`src/verilog/mlt_consts.svh`:
```
`ifndef MLT_CONSTS_SVH
`define MLT_CONSTS_SVH

// ----------------------------------------------------------
// Bit-cell phase points (sixteen phases per cell).
// ----------------------------------------------------------
`define MLT_PH_Q1 4'h4
`define MLT_PH_MID 4'h8
`define MLT_PH_Q3 4'hc
`define MLT_PH_LAST 4'hf
`define MLT_PH_SHORT 4'h1
`define MLT_PH_RELOCK 4'h9
`define MLT_PH_TXSAMP 4'h4

// ----------------------------------------------------------
// Early and late correction windows.
// ----------------------------------------------------------
`define MLT_WIN_E_LO 4'h5
`define MLT_WIN_E_HI 4'h7
`define MLT_WIN_L_LO 4'h9
`define MLT_WIN_L_HI 4'hb

// ----------------------------------------------------------
// Preamble, activity and acquisition counts.
// ----------------------------------------------------------
`define MLT_PRE_BITS 8'hab
`define MLT_PRE_LEN 4'h8
`define MLT_CTS_AT 4'h6
`define MLT_ACQ_WIN 5'h10
`define MLT_GAP_MAX 5'h1f
`define MLT_QUIET_LAST 6'h1f

// ----------------------------------------------------------
// Reset value of the pin synchroniser (request idle high).
// ----------------------------------------------------------
`define MLT_PIN_INIT 4'h2

`endif

```
`src/verilog/mlt_pkg.sv`:
```
package mlt_pkg;

  // ----------------------------------------------------------
  // Transmit sequencer states.
  // ----------------------------------------------------------
  typedef enum logic [1:0] {TX_IDLE, TX_PRE, TX_DATA} mltTx_e;

  // ----------------------------------------------------------
  // Pins that arrive from outside the clock domain.
  // ----------------------------------------------------------
  typedef struct packed {
    logic lineRx;
    logic txData;
    logic rtsN;
    logic modeSel;
  } mltPins_s;

  // ----------------------------------------------------------
  // State of the transceiver core, apart from the transmit divider, synchroniser and buffer.
  // ----------------------------------------------------------
  typedef struct packed {
    mltTx_e txState;
    logic [3:0] txCnt;
    logic txBit;
    logic lineOut;
    logic driveN;
    logic cts;
    logic [3:0] rxPh;
    logic rxPrev;
    logic locked;
    logic acq;
    logic active;
    logic [5:0] quiet;
    logic [4:0] gap;
    logic shorten;
    logic lengthen;
    logic s4;
    logic hunt;
    logic lastOne;
    logic pend;
    logic pendV;
    logic rxClk;
    logic rxData;
    logic carrier;
    logic actN;
  } mltState_s;

endpackage

```
`src/verilog/mlt_sync.sv`:
```
`include "mlt_consts.svh"

// Three-stage synchroniser; the output only follows once the
// second and third stages agree, so a runt pulse is dropped.
module mlt_sync
  import mlt_pkg::*;
#(
  parameter int W = 4,
  parameter logic [W-1:0] INIT = '0
) (
  input wire logic clock,
  input wire logic rst_n,
  input wire logic [W-1:0] din,
  output logic [W-1:0] dout
);

  logic [W-1:0] ff1_q; // First stage, read only by the second.
  logic [W-1:0] ff2_q; // Second stage.
  logic [W-1:0] ff3_q; // Third stage.
  logic [W-1:0] out_q; // Agreed value.

  // ----------------------------------------------------------
  // Stages and agreement filter.
  // ----------------------------------------------------------
  always_ff @(posedge clock or negedge rst_n) begin
    if (!rst_n) begin
      ff1_q <= INIT;
      ff2_q <= INIT;
      ff3_q <= INIT;
      out_q <= INIT;
    end else begin
      ff1_q <= din;
      ff2_q <= ff1_q;
      ff3_q <= ff2_q;
      // Each bit moves only where stages two and three agree.
      out_q <= (~(ff2_q ^ ff3_q) & ff3_q) | ((ff2_q ^ ff3_q) & out_q);
    end
  end

  assign dout = out_q;

endmodule // mlt_sync

```
`src/verilog/mlt_fifo.sv`:
```
`include "mlt_consts.svh"

// Small first-in first-out buffer with valid and ready on both
// sides. Depth must be a power of two so pointers wrap freely.
module mlt_fifo
  import mlt_pkg::*;
#(
  parameter int W = 1,
  parameter int D = 16
) (
  input wire logic clock,
  input wire logic rst_n,
  input wire logic [W-1:0] inData,
  input wire logic inValid,
  output logic inReady,
  output logic [W-1:0] outData,
  output logic outValid,
  input wire logic outReady
);

  localparam int AW = $clog2(D);

  logic [W-1:0] mem [D]; // Storage words.
  logic [AW-1:0] wrPtr_q; // Next slot to fill.
  logic [AW-1:0] rdPtr_q; // Next slot to drain.
  logic [AW:0] cnt_q; // Words held.
  logic doWr; // Word accepted this cycle.
  logic doRd; // Word taken this cycle.

  // Full and empty come straight from the count.
  assign inReady = (cnt_q != (AW+1)'(D));
  assign outValid = (cnt_q != '0);
  assign outData = mem[rdPtr_q];
  assign doWr = inValid && inReady;
  assign doRd = outValid && outReady;

  // ----------------------------------------------------------
  // Storage; no reset, contents are only read when counted.
  // ----------------------------------------------------------
  always_ff @(posedge clock) begin
    if (doWr) begin
      mem[wrPtr_q] <= inData;
    end
  end

  // ----------------------------------------------------------
  // Pointers and count.
  // ----------------------------------------------------------
  always_ff @(posedge clock or negedge rst_n) begin
    if (!rst_n) begin
      wrPtr_q <= '0;
      rdPtr_q <= '0;
      cnt_q <= '0;
    end else begin
      if (doWr) begin
        wrPtr_q <= wrPtr_q + 1'b1;
      end
      if (doRd) begin
        rdPtr_q <= rdPtr_q + 1'b1;
      end
      if (doWr && !doRd) begin
        cnt_q <= cnt_q + 1'b1;
      end else if (doRd && !doWr) begin
        cnt_q <= cnt_q - 1'b1;
      end
    end
  end

endmodule // mlt_fifo

```
`src/verilog/mlt_top.sv`:
```
// Notes on behaviour
// - Receive loop samples sixteen times per bit.
// - Loop free-runs idle, locks on second close edge.
// - Early, centre, late windows steer next cell.
// - Bit valid only if quarter samples differ.
// - Activity on edge; acquire after two edges.
// - Activity output low while line is busy.
// - Activity output held high while transmitting.
// - Mode low inserts and strips own preamble.
// - Async reset inhibits outputs except transmit clock.
// - Clear-to-send rises shortly before data goes out.
// - Both bit clocks derive from reference clock.
// - Manchester coding keeps transitions on line.
`include "mlt_consts.svh"

module mlt_top
  import mlt_pkg::*;
#(
  parameter int FIFO_DEPTH = 16
) (
  clock,
  rst_n,
  lineRx,
  lineTx,
  lineDriveN,
  txData,
  rtsN,
  modeSel,
  transmit_bit_clock,
  receive_bit_clock,
  rxData,
  clearToSend,
  carrierSense,
  line_activity_n
);

  input wire logic clock; // Reference clock, sixteen per bit.
  input wire logic rst_n; // Master reset, asynchronous.
  input wire logic lineRx; // Sliced line level.
  output logic lineTx; // Coded line level.
  output logic lineDriveN; // Low while the line is driven.
  input wire logic txData; // Data from the controller.
  input wire logic rtsN; // Request to send, gated outside.
  input wire logic modeSel; // Low selects own preamble.
  output logic transmit_bit_clock; // Bit clock to controller.
  output logic receive_bit_clock; // Recovered bit clock.
  output logic rxData; // Decoded data to controller.
  output logic clearToSend; // Ready for controller data.
  output logic carrierSense; // Receiver delivering data.
  output logic line_activity_n; // Low on foreign activity.

  // ----------------------------------------------------------
  // Declarations.
  // ----------------------------------------------------------
  localparam mltState_s ST_RST = '{txState: TX_IDLE, gap: `MLT_GAP_MAX,
    driveN: 1'b1, actN: 1'b1, default: '0};

  mltState_s st_q; // Registered state.
  mltState_s st_d; // Next state.
  mltPins_s pinsRaw; // Pins before synchronising.
  mltPins_s pins; // Pins after synchronising.
  logic [3:0] txDiv_q = 4'h0; // Transmit phase, runs in reset.
  logic txClk_q = 1'b0; // Transmit bit clock flop.
  logic [3:0] txDivN; // Next transmit phase.
  logic boundary; // Last phase of a transmit cell.
  logic rxEdge; // Agreed change on the line input.
  logic bitVal; // Decoded value of the current cell.
  logic fifoInReady; // Buffer can take a bit.
  logic fifoPush; // Controller bit captured.
  logic fifoOutValid; // Buffer holds a bit.
  logic fifoOutData; // Oldest buffered bit.
  logic fifoPop; // Encoder takes a bit.

  assign pinsRaw = '{lineRx: lineRx, txData: txData, rtsN: rtsN,
    modeSel: modeSel};

  // ----------------------------------------------------------
  // Pin synchronisers.
  // ----------------------------------------------------------
  mlt_sync #(
    .W($bits(mltPins_s)),
    .INIT(`MLT_PIN_INIT)
  ) u_sync (
    .clock(clock),
    .rst_n(rst_n),
    .din(pinsRaw),
    .dout(pins)
  );

  // ----------------------------------------------------------
  // Transmit buffer. It fills while the preamble goes out, and
  // when full it drops clear-to-send to stall the controller.
  // ----------------------------------------------------------
  mlt_fifo #(
    .W(1),
    .D(FIFO_DEPTH)
  ) u_fifo (
    .clock(clock),
    .rst_n(rst_n),
    .inData(pins.txData),
    .inValid(fifoPush),
    .inReady(fifoInReady),
    .outData(fifoOutData),
    .outValid(fifoOutValid),
    .outReady(fifoPop)
  );

  assign txDivN = txDiv_q + 4'h1;
  assign boundary = (txDiv_q == `MLT_PH_LAST);
  assign rxEdge = (pins.lineRx != st_q.rxPrev);
  // Capture a quarter into the cell, well after the controller's launch edge.
  assign fifoPush = st_q.cts && !pins.rtsN && (txDiv_q == `MLT_PH_TXSAMP);
  // The encoder drains one bit per cell while sending data.
  assign fifoPop = boundary && fifoOutValid && (st_q.txState != TX_IDLE)
    && (st_q.txState != TX_PRE || st_q.txCnt == `MLT_PRE_LEN);

  // ----------------------------------------------------------
  // Transmit clock divider. It has no reset on purpose so that
  // the transmit clock keeps running through a master reset.
  // ----------------------------------------------------------
  always_ff @(posedge clock) begin
    txDiv_q <= txDivN;
    txClk_q <= ~txDivN[3];
  end

  // ----------------------------------------------------------
  // Next-state logic for transmitter and receiver.
  // ----------------------------------------------------------
  always_comb begin
    st_d = st_q;
    bitVal = st_q.s4;

    // Transmit sequencer advances on cell boundaries only.
    if (boundary) begin
      case (st_q.txState)
        TX_IDLE: begin
          if (!pins.rtsN) begin
            st_d.txCnt = 4'h0;
            // Mode low sends the block's own preamble first.
            st_d.txState = pins.modeSel ? TX_DATA : TX_PRE;
          end
        end
        TX_PRE: begin
          if (st_q.txCnt == `MLT_PRE_LEN) begin
            st_d.txState = TX_DATA;
          end
        end
        TX_DATA: begin
          st_d.txState = TX_DATA;
        end
        default: begin
          st_d.txState = TX_IDLE;
        end
      endcase
      if (st_d.txState == TX_PRE) begin
        // Preamble goes out most significant bit first.
        st_d.txBit = 1'(`MLT_PRE_BITS >> (3'h7 - st_d.txCnt[2:0]));
        st_d.txCnt = st_d.txCnt + 4'h1;
      end else if (st_d.txState == TX_DATA) begin
        if (fifoOutValid) begin
          st_d.txBit = fifoOutData;
        end else if (pins.rtsN) begin
          st_d.txState = TX_IDLE;
        end else begin
          // Underrun or early start: idle ones keep edges alive.
          st_d.txBit = 1'b1;
        end
      end
    end

    // Clear-to-send leads the data by three preamble cells and
    // drops on back-pressure; request is already gated outside.
    st_d.cts = (st_d.txState == TX_DATA || (st_d.txState == TX_PRE
      && st_d.txCnt >= `MLT_CTS_AT)) && !pins.rtsN && fifoInReady;
    st_d.driveN = (st_d.txState == TX_IDLE);
    // First half carries the bit, second half its inverse.
    st_d.lineOut = !st_d.driveN && (st_d.txBit ^ txDivN[3]);

    // Activity detector and transition spacing.
    st_d.rxPrev = pins.lineRx;
    if (rxEdge) begin
      st_d.quiet = 6'h00;
      st_d.gap = 5'h00;
      st_d.active = 1'b1;
      if (st_q.gap < `MLT_ACQ_WIN) begin
        st_d.acq = 1'b1;
      end
    end else begin
      if (st_q.gap != `MLT_GAP_MAX) begin
        st_d.gap = st_q.gap + 5'h01;
      end
      if (st_q.quiet == `MLT_QUIET_LAST) begin
        // Two quiet cells end activity and drop the lock.
        st_d.active = 1'b0;
        st_d.acq = 1'b0;
        st_d.locked = 1'b0;
      end else begin
        st_d.quiet = st_q.quiet + 6'h01;
      end
    end

    // Recovery loop phase; free-runs whenever unlocked.
    st_d.rxPh = st_q.rxPh + 4'h1;
    if (st_q.rxPh == `MLT_PH_LAST) begin
      // Corrections apply only while locked, so an unlocked loop free-runs.
      if (st_q.locked && st_q.shorten) begin
        st_d.rxPh = `MLT_PH_SHORT;
      end else if (st_q.locked && st_q.lengthen) begin
        st_d.rxPh = `MLT_PH_LAST;
      end
      st_d.shorten = 1'b0;
      st_d.lengthen = 1'b0;
    end

    // Window flags; a centre hit clears both corrections.
    if (st_q.locked && rxEdge) begin
      if (st_q.rxPh >= `MLT_WIN_E_LO && st_q.rxPh <= `MLT_WIN_E_HI) begin
        st_d.shorten = 1'b1;
        st_d.lengthen = 1'b0;
      end else if (st_q.rxPh == `MLT_PH_MID) begin
        st_d.shorten = 1'b0;
        st_d.lengthen = 1'b0;
      end else if (st_q.rxPh >= `MLT_WIN_L_LO && st_q.rxPh <= `MLT_WIN_L_HI) begin
        st_d.lengthen = 1'b1;
        st_d.shorten = 1'b0;
      end
    end

    // First qualified edge is taken as mid-cell.
    if (!st_q.locked && rxEdge && (st_q.acq || st_q.gap < `MLT_ACQ_WIN)) begin
      st_d.locked = 1'b1;
      st_d.rxPh = `MLT_PH_RELOCK;
      st_d.shorten = 1'b0;
      st_d.lengthen = 1'b0;
      st_d.hunt = !pins.modeSel;
      st_d.lastOne = 1'b0;
      // The locking edge is mid-cell, so the first half held the inverse.
      st_d.s4 = !pins.lineRx;
    end

    // Quarter-point samples decide the bit.
    if (st_q.locked && st_q.rxPh == `MLT_PH_Q1) begin
      st_d.s4 = pins.lineRx;
    end
    if (st_q.locked && st_q.rxPh == `MLT_PH_Q3) begin
      if (pins.lineRx == st_q.s4) begin
        // No mid-cell change: not a coded bit, search again.
        st_d.locked = 1'b0;
      end else if (st_q.hunt) begin
        // Preamble ends with two ones; both are swallowed.
        if (bitVal && st_q.lastOne) begin
          st_d.hunt = 1'b0;
        end
        st_d.lastOne = bitVal;
      end else begin
        st_d.pend = bitVal;
        st_d.pendV = 1'b1;
      end
    end

    // Data is launched on the rising receive clock edge.
    if (st_q.rxPh == `MLT_PH_LAST && st_q.pendV) begin
      st_d.rxData = st_q.pend;
      st_d.pendV = 1'b0;
    end
    // Carrier rises with the first delivered bit, so no receive clock
    // fall ever hands the controller a stale bit after stripping.
    st_d.carrier = st_d.locked && !st_d.hunt
      && (st_q.carrier || (st_q.rxPh == `MLT_PH_LAST && st_q.pendV));
    st_d.rxClk = st_d.carrier && !st_d.rxPh[3];

    // Own transmission is masked only while the transmit sequencer is not idle; its echo still shows until the line goes quiet.
    st_d.actN = !(st_q.active && st_q.txState == TX_IDLE);
  end

  // ----------------------------------------------------------
  // State register; reset parks every output but the transmit clock inactive.
  // ----------------------------------------------------------
  always_ff @(posedge clock or negedge rst_n) begin
    if (!rst_n) begin
      st_q <= ST_RST;
    end else begin
      st_q <= st_d;
    end
  end

  assign lineTx = st_q.lineOut;
  assign lineDriveN = st_q.driveN;
  assign transmit_bit_clock = txClk_q;
  assign receive_bit_clock = st_q.rxClk;
  assign rxData = st_q.rxData;
  assign clearToSend = st_q.cts;
  assign carrierSense = st_q.carrier;
  assign line_activity_n = st_q.actN;
endmodule // mlt_top

```
`config.mk`:
```
export PLATFORM = sky130hd
export DESIGN_NAME = mlt_top
export DESIGN_NICKNAME = d
export VERILOG_FILES = /design/src/verilog/mlt_pkg.sv /design/src/verilog/mlt_sync.sv /design/src/verilog/mlt_fifo.sv /design/src/verilog/mlt_top.sv
export VERILOG_INCLUDE_DIRS = /design/src /design/src/verilog
export SDC_FILE = /design/constraint.sdc
export NUM_CORES = 1
export LEC_CHECK = 0
export ABC_AREA = 1
export BUFFER_PORTS_ARGS = -buffer_cell sky130_fd_sc_hd__buf_4
export CAP_MARGIN = 20
export CORE_ASPECT_RATIO = 0.7
export CORE_MARGIN = 2
export CORE_UTILIZATION = 35
export DETAILED_ROUTE_END_ITERATION = 7
export PLACE_DENSITY_LB_ADDON = 0.25
export RECOVER_POWER = 25
export SETUP_SLACK_MARGIN = 0.2
export SLEW_MARGIN = 20
export SYNTH_ARGS = -nofsm -noshare
export SYNTH_HDL_FRONTEND = slang
export SYNTH_HIERARCHICAL = 1
export SYNTH_SLANG_ARGS = --single-unit
```
`constraint.sdc`:
```
create_clock -name clock -period 2.7 [get_ports clock]
set_input_delay 0.27 -clock clock [delete_from_list [all_inputs] [get_ports clock]]
set_output_delay 0.27 -clock clock [all_outputs]
set_load 0.01 [all_outputs]
```
==> results of run 1 <==
[metal layers]
| layer | wire (um) | vias to the layer above | GRT usage (%) | share of wire [%] |
|---|---|---|---|---|
| li1 | - | 1619 | - | - |
| met1 | 4210 | 1460 | 17.6 | 53 |
| met2 | 3350 | 44 | 18.9 | 42 |
| met3 | 252 | 9 | 2.96 | 3.2 |
| met4 | 99 | 0 | 4.27 | 1.3 |
| met5 | 0 | - | 0 | 0 |
[Yosys cell counts, drive strengths merged, types with 2 or more instances]
cell and number:
dfrtp 58, nor4 2, inv 78, nor2 59, o22ai 3, nand2 121
edfxtp 16, dfxtp 5, nand4 8, nand3b 2, ha 20, a31oi 2
o21ai 13, xor2 9, nor3 9, mux2 2, nand3 39, xnor2 6
buf 2, a21oi 19, dfstp 11
[layout make-up]
type | count | area (um2)
inverter | 78 | 300
timing repair buffer | 15 | 110
fill | 1196 | 7400
multi-input combinational | 319 | 1860
clock buffer | 13 | 250
sequential | 90 | 2320
tap | 162 | 203
clock inverter | 3 | 17.5
[sequential cells by signal, summed over array words and instances, names as in the netlist, named ones only]
name and count:
transmit_bit_clock 1, bitVal 1, txDiv_q 4, clearToSend 1, u_sync/ff1_q 4, rxData 1, u_fifo/rdPtr_q 4, u_sync/ff3_q 4
lineTx 1, carrierSense 1, line_activity_n 1, u_sync/ff2_q 4, u_fifo/mem 16, lineDriveN 1, u_fifo/wrPtr_q 4, st_q 32
receive_bit_clock 1, u_fifo/cnt_q 5
[cells by family (layout without fill, tap and decap cells)]
logic type                 count (synthesis)  after routing
muxes                                      2              2
adders and majority gates                 21             21
xor gates and xnor gates                  15             15
buffers and inverters                     80            109
DFF                                       90             90
and+or+nand+nor                          242            242
AOI/OAI and AO/OA                         39             39
[power groups by stage]
| stage | clock network, mW | registers, mW | logic, mW |
|---|---|---|---|
| global route | 1.22 | 1.64 | 0.526 |
| global placement | 0 | 1.64 | 0.441 |
| floorplan | 0 | 1.61 | 0.356 |
| finish | 1.12 | 1.62 | 0.451 |
| CTS | 1.17 | 1.62 | 0.459 |
| detailed placement | 0 | 1.64 | 0.459 |
[critical path, stage by stage, from the launching register on]
cell and delay, ns:
dfxtp_1 0.36, ha_2 0.23, nand3_4 0.15, inv_2 0.09, nand3_1 0.11, a21oi_4 0.19
nand2_4 0.10, ha_1 0.21, inv_2 0.10, ha_1 0.27, nand3_1 0.13, nand4_1 0.10
nand3_1 0.10, o21ai_0 0.07
[through the flow]
step	instance area, um2	worst slack (ns)	utilization (%)
global placement	4770	0.308	38.3
detailed placement	4770	0.202	38.3
finish	5060	0.368	40.6
floorplan	4480	0.354	-
global route	5060	0.211	40.6
CTS	5040	0.204	40.4
[worst paths after layout]
check	slack [ns]	to	startpoint
worst max-delay path	0.37	u_fifo/cnt_q[3]	txDiv_q[0]
worst min-delay path	0.06	u_sync/ff1_q[1]	rtsN
worst max register to register	0.37	u_fifo/cnt_q[3]	txDiv_q[0]
worst min register to register	0.35	u_sync/ff2_q[3]	u_sync/ff1_q[3]
max in group asynchronous	1.30	asynchronous set/reset pin	rst_n
min in group asynchronous	0.38	receive_bit_clock	rst_n
[repair_timing]
action,CTS,global route
setup buffers,0,1
resized for setup,0,5
setup endpoints to repair,0,4
==> summary.txt, run 1 <==
CTS
  – Cts hold-fix bufs: 0
  – Worst skew pair latency: 0.33 ns
  – Max Root-Sink Buffers: 2
  – Root buf cell: clkbuf_16
  – Htree depth: 3
  – CTS clk-pin slew, worst paths: 0.06 ns
  – Clk sinks: 90
  – Num CTS Buffers: 9
  – CTS tree: yes

Layout
  – NumNets Final: 540
  – Synth-to-layout area growth: 13.1%
  – Layout cells sized above 1: 18.0%
  – Commonest non-fill, non-tap cell in the layout: nand2_1
  – Inserted Diodes: 0
  – Most frequent cells in the layout: nand2_1, inv_1, dfrtp_1
  – Layout Cells excl Fill: 680

STA
  – Hold Vio Cnt, Final: 0
  – Final Skew: 0.00611 ns
  – Minimum clock period: 2.33 ns
  – Fmax: 429 MHz
  – Final setup vio count: 0
  – Total negative slack: 0 ns
  – Final period util: 86.4%
  – Final slew viol count: 70
  – WHS: 0.0560 ns
  – RSZ-0062 raised after global routing: no
  – Worst-Margin Slew: 1.70 ns
  – Worst slew margin: -13.3%

Power
  – Clock Power Share: 35.1%
  – Peak VDD IR: 0.312 mV
  – Seq pwr share: 50.8%
  – Combinational share of power: 14.1%
  – Switching share of power: 26.9%
  – P_leak: 2.39 nW
  – Pwr/cell area: 631 nW/um2
  – Int Pwr: 2.34 mW
  – Psw: 0.859 mW
  – Total power: 3.20 mW

Route
  – Wire per inst: 11.6 um
  – Remaining DRCs: 0
  – Number of iterations in the first detailed-routing pass: 4
  – Drt first-iter violations: 118
  – DR vias: 3,132
  – Routed WL: 7910 um
  – Via-to-Cell Ratio: 4.61
  – Final antenna-violating net count: 0

GRT
  – GRT Util Overall: 12.5%
  – Initial antenna violation count: 0
  – Largest net degree at the start of global routing: 70
  – First-pass GRT wire length: 13,900 um
  – Gr ovfl total: 0
  – Vias in the first global route: 3,038

Setup path
  – Reg2Reg Depth: 13
  – CP arrival: 2.54 ns
  – Worst path required time: 2.91 ns
  – Worst-path maximum fanout: 8
  – Crit path capture type: register
  – Crit path kind: register to register
  – Crit path launch type: register

Placed design
  – IO Port Bufs: 13
  – RD Place Congestion: 0.834
  – Hpwl dp: 5800 um
  – DP Cell Count: 663

Yosys
  – Most common flop cell mapped by yosys: dfrtp_1
  – Share of the synthesized area in the top cell type: 32.4%
  – Post-synth net total: 516
  – Fraction of synthesized area in multiplexers: 0.503%
  – Count of cell types in the netlist: 43
  – Post-synthesis xor/xnor area fraction: 2.93%
  – Number of synthesized flops with an enable pin: 16
  – Synth Area in Compound Gates: 5.59%
  – Synth Warn #: 6
  – Post-Syn Instances: 489
  – Simple-gate share of the synthesized area: 26.1%
  – Largest area contributor in the netlist: dfrtp_1
  – Post-Synth Adder-Cell Area: 6.04%
  – Asr flop ratio synth: 76.7%
  – Avg Cell Area, Syn: 9.15 um2
  – Largest family of logic cells by synthesized area: simple AND/OR/NAND/NOR gates
  – Post-Syn Area: 4480 um2
  – Dominant cells by area after synthesis: dfrtp_1, edfxtp_1, nand2_1
  – Seq cells post-synth: 90
  – Sequential fraction of the synthesis area: 51.8%

Floorplan
  – Core Area: 12,500 um2
  – Ports: 14
  – Die width: 139 um
  – Initial core utilization: 35.9%
  – Die area: 13,700 um2
  – DIE HEIGHT: 98.6 um
  – Num rows: 34

Hold path
  – Hold Crit Class: input port to register
  – Hold Path Stages: 1

Flow run
  – Maxcap violations: 1

Status
  – Violated checks: max-capacitance violations, max-slew violations
  – Status: finished with violations
No activity file was read; power rests on OpenSTA's default activity.
==> run 2: changes to the inputs <==
SYNTH_HIERARCHICAL = unset   (was 1)
==> run 2 against run 1 <==
Effect of this change: non-clock buffer count up 7; clock-buffer cell count is 2 lower; critical endpoint is now u_fifo.cnt_q[4]; the flow still finishes with violations (max-capacitance violations, max-slew violations); worst hold slack worse by 0.016 ns; clock power increased by 26%; first-iteration DRC count is 42% higher; critical path depth up 3; sequential power about the same; register-to-register slack improved by 0.02 ns; area after synthesis down 4.6%; worst setup slack better by 0.022 ns; sequential share of layout area is 0.32 points higher.
==> summary.txt, run 2 <==
Status
  – Status: finished with violations
  – Violated checks: max-capacitance violations, max-slew violations

Flow run
  – Maxcap violations: 1 (unchanged)

Yosys
  – Most frequent cell after synthesis: nand2_1
  – Asr flop ratio synth: 76.7% (unchanged)
  – Post-Synth Adder-Cell Area: 7.27% (+1.2 points)
  – Fraction of synthesized area in multiplexers: 0.264% (-0.24 points)
  – Post-Syn Area: 4270 um2 (-4.6%)
  – Count of cell types in the netlist: 45 (+4.7%)
  – Synth Area in Compound Gates: 6.48% (+0.89 points)
  – Post-synth net total: 489 (-5.2%)
  – Largest family of logic cells by synthesized area: simple AND/OR/NAND/NOR gates
  – Dominant cells by area after synthesis: dfrtp_1, edfxtp_1, nand2_1
  – Avg Cell Area, Syn: 9.24 um2 (+0.93%)
  – Synth Warn #: 0 (-6)
  – Largest area contributor in the netlist: dfrtp_1
  – Post-Syn Instances: 462 (-5.5%)
  – Number of synthesized flops with an enable pin: 16 (unchanged)
  – Simple-gate share of the synthesized area: 20.9% (-5.2 points)
  – Post-synthesis xor/xnor area fraction: 3.28% (+0.35 points)
  – Most common flop cell mapped by yosys: dfrtp_1
  – Share of the synthesized area in the top cell type: 34.0% (+1.6 points)
  – Seq cells post-synth: 90 (unchanged)
  – Commonest cells post-synth: nand2_1, inv_1, dfrtp_1, nor2_1, nand3_1
  – Sequential fraction of the synthesis area: 54.4% (+2.5 points)

GRT
  – GR Layer Usage met2: 18.6% (-0.32 points)
  – Gr ovfl total: 0 (unchanged)
  – Largest net degree at the start of global routing: 70 (unchanged)
  – GR Layer Usage met3: 3.76% (+0.79 points)
  – GRT met1 Usage: 17.8% (+0.14 points)
  – GRT Util Overall: 12.6% (+0.10 points)
  – Initial antenna violation count: 0 (unchanged)
  – First-pass GRT wire length: 13,100 um (-5.8%)
  – GR peak layer: met2
  – Vias in the first global route: 2,887 (-5.0%)

Layout
  – Multi-input gate area: 1700 um2 (-8.9%)
  – Synth-to-layout area growth: 17.8%
  – Reg with most FFs: st_q
  – Commonest non-fill, non-tap cell in the layout: nand2_1
  – Layout cells sized above 1: 16.5% (-1.5 points)
  – Largest registers: st_q: 32 flops, u_fifo.mem: 16 flops, u_fifo.cnt_q: 5 flops
  – Most frequent cells in the layout: nand2_1, inv_1, dfrtp_1
  – Final core occ: 42.6% (+2.0 points)
  – NumNets Final: 519 (-3.9%)
  – Max FFs per register: 32 (unchanged)
  – Post-route cell area: 5030 um2 (-0.69%)
  – Layout fillers: 1,163 (-2.8%)
  – Inserted Diodes: 0 (unchanged)
  – Layout Cells excl Fill: 654 (-3.8%)
  – Register area: 2320 um2 (unchanged)

STA
  – WHS: 0.0400 ns (-0.0160 ns)
  – Worst slew margin: -13.4% (-0.11 points)
  – RSZ-0062 raised after global routing: no
  – Total negative slack: 0 ns (unchanged)
  – Final period util: 85.6% (-0.80 points)
  – Final slew viol count: 70 (unchanged)
  – Hold Vio Cnt, Final: 0 (unchanged)
  – Final setup vio count: 0 (unchanged)
  – Fmax: 433 MHz (+0.93%)
  – Final WS setup: 0.390 ns (+0.0215 ns)
  – Final Skew: 0.00671 ns (+0.000602 ns)
  – Worst-Margin Slew: 1.70 ns (+0.00170 ns)
  – Minimum clock period: 2.31 ns (-0.0215 ns)

Setup path
  – CP arrival: 2.53 ns (about the same)
  – Worst path required time: 2.92 ns (about the same)
  – Worst-path cell chain: inv_2, nand4_1, o21ai_1, inv_1, nand2_2, inv_2, ha_4, inv_1, ha_1, inv_1, nor2_1, nor2_1, nand2_1, nand2_1, nor2_2, xor2_1
  – Crit path max-delay cell type: dfrtp_1
  – Most frequent CP cell: inv_1
  – Top cell family by delay on the critical path: simple AND/OR/NAND/NOR gates
  – Worst-path maximum fanout: 4 (-4)
  – Largest stage delay, worst path: 0.41 ns (+0.05 ns)
  – Crit path launch type: register
  – Crit path capture type: register
  – CP bufs+invs: 5 (+3)
  – Crit path kind: register to register

Placed design
  – IO Port Bufs: 13 (unchanged)
  – DP Cell Count: 632 (-4.7%)
  – Hpwl dp: 5310 um (-8.4%)
  – Worst slack, placed: 0.248 ns (+0.0463 ns)
  – RD Place Congestion: 0.815 (-2.3%)
  – Placed inst area: 4570 um2 (-4.3%)

Power
  – Peak VDD IR: 0.308 mV (-1.0%)
  – Pwr/cell area: 721 nW/um2 (+14%)
  – P_leak: 2.32 nW (-2.7%)
  – Total power: 3.62 mW (+13%)

Floorplan
  – Ports: 14 (unchanged)
  – Core Area: 11,800 um2 (-5.3%)
  – Num rows: 33 (-2.9%)
  – Initial core utilization: 36.2% (+0.24 points)
  – DIE HEIGHT: 96.4 um (-2.3%)
  – Die area: 13,100 um2 (-4.5%)
  – Die width: 136 um (-2.3%)

Route
  – DR vias: 2,958 (-5.6%)
  – Drt first-iter violations: 167 (+42%)
  – Via-to-Cell Ratio: 4.52 (-1.8%)
  – Routed WL: 7500 um (-5.2%)
  – Remaining DRCs: 0 (unchanged)
  – Number of iterations in the first detailed-routing pass: 4 (unchanged)
  – Wire per inst: 11.5 um (-1.4%)
  – Final antenna-violating net count: 0 (unchanged)

CTS
  – CTS clk-pin slew, worst paths: 0.07 ns (about the same)
  – Worst skew pair latency: 0.33 ns (about the same)
  – CTS tree: yes
  – Clk sinks: 90 (unchanged)
  – Cts hold-fix bufs: 0 (unchanged)
  – Root buf cell: clkbuf_16
  – Max Root-Sink Buffers: 2 (unchanged)
  – Htree depth: 3 (unchanged)
  – Num CTS Buffers: 9 (unchanged)

Hold path
  – Hold Crit Class: input port to register
-- run 2: changes by cell type after synthesis, moves of 6 or more --
cell     previous run  this run
nand2_1           105        93
nand2_2            10         0
nand3_1            34        26
o21ai_0             9        17
inv_1              68        74
-- run 2: worst paths after layout --
kind	start	to	slack, ns	cells past startpoint
min in group asynchronous	rst_n	u_fifo.rdPtr_q[2]	0.35	1
worst min register to register	u_sync.ff1_q[2]	u_sync.ff2_q[2]	0.35	0
worst max-delay path	u_fifo.cnt_q[1]	u_fifo.cnt_q[4]	0.39	16
worst max register to register	u_fifo.cnt_q[1]	u_fifo.cnt_q[4]	0.39	16
max in group asynchronous	rst_n	u_fifo.wrPtr_q[3]	1.31	1
worst min-delay path	rtsN	u_sync.ff1_q[1]	0.04	1
-- run 2: routing by layer --
layer | wire length [um] | vias to the layer above | part of all wire [%]
li1 | - | 1534 | -
met5 | 0 | - | 0
met3 | 232 | 11 | 3.1
met1 | 4030 | 1375 | 54
met2 | 3160 | 38 | 42
met4 | 85 | 0 | 1.1
-- run 2: cell type report --
type,instances,share of cell area [%]
Sequential cell,90,46.2
Clock buffer,11,5.25
Clock inverter,5,1.64
Inverter,80,6.07
Timing Repair Buffer,22,3.23
Multi-Input combinational cell,289,33.7
Tap cell,157,3.91
-- run 2: where the power goes --
group | internal (mW) | switching, mW
sequential | 1.54 | 0.118
clock | 0.894 | 0.513
combinational | 0.217 | 0.344
-- run 2: kinds of logic after synthesis --
logic type | Yosys count
and+or+nand+nor | 199
buffers and inverters | 83
xor gates and xnor gates | 16
adders and majority gates | 25
muxes | 1
DFF | 90
AOI/OAI and AO/OA | 48
-- run 2: repair_timing --
item | 4_1_cts | 5_1_grt
setup endpoints to repair | 0 | 2
setup buffers | 0 | 6
gates resized for setup | 0 | 20
-- run 2: worst register-to-register path, delay by kind of cell (launching register included) --
family	cells	cell delay [ns]
AO/OA/AOI/OAI	1	0.18
adder cells (fa/ha/maj)	2	0.43
flip-flops	1	0.41
buffers and inverters	5	0.44
AND/OR/NAND/NOR	7	0.60
XOR/XNOR	1	0.13
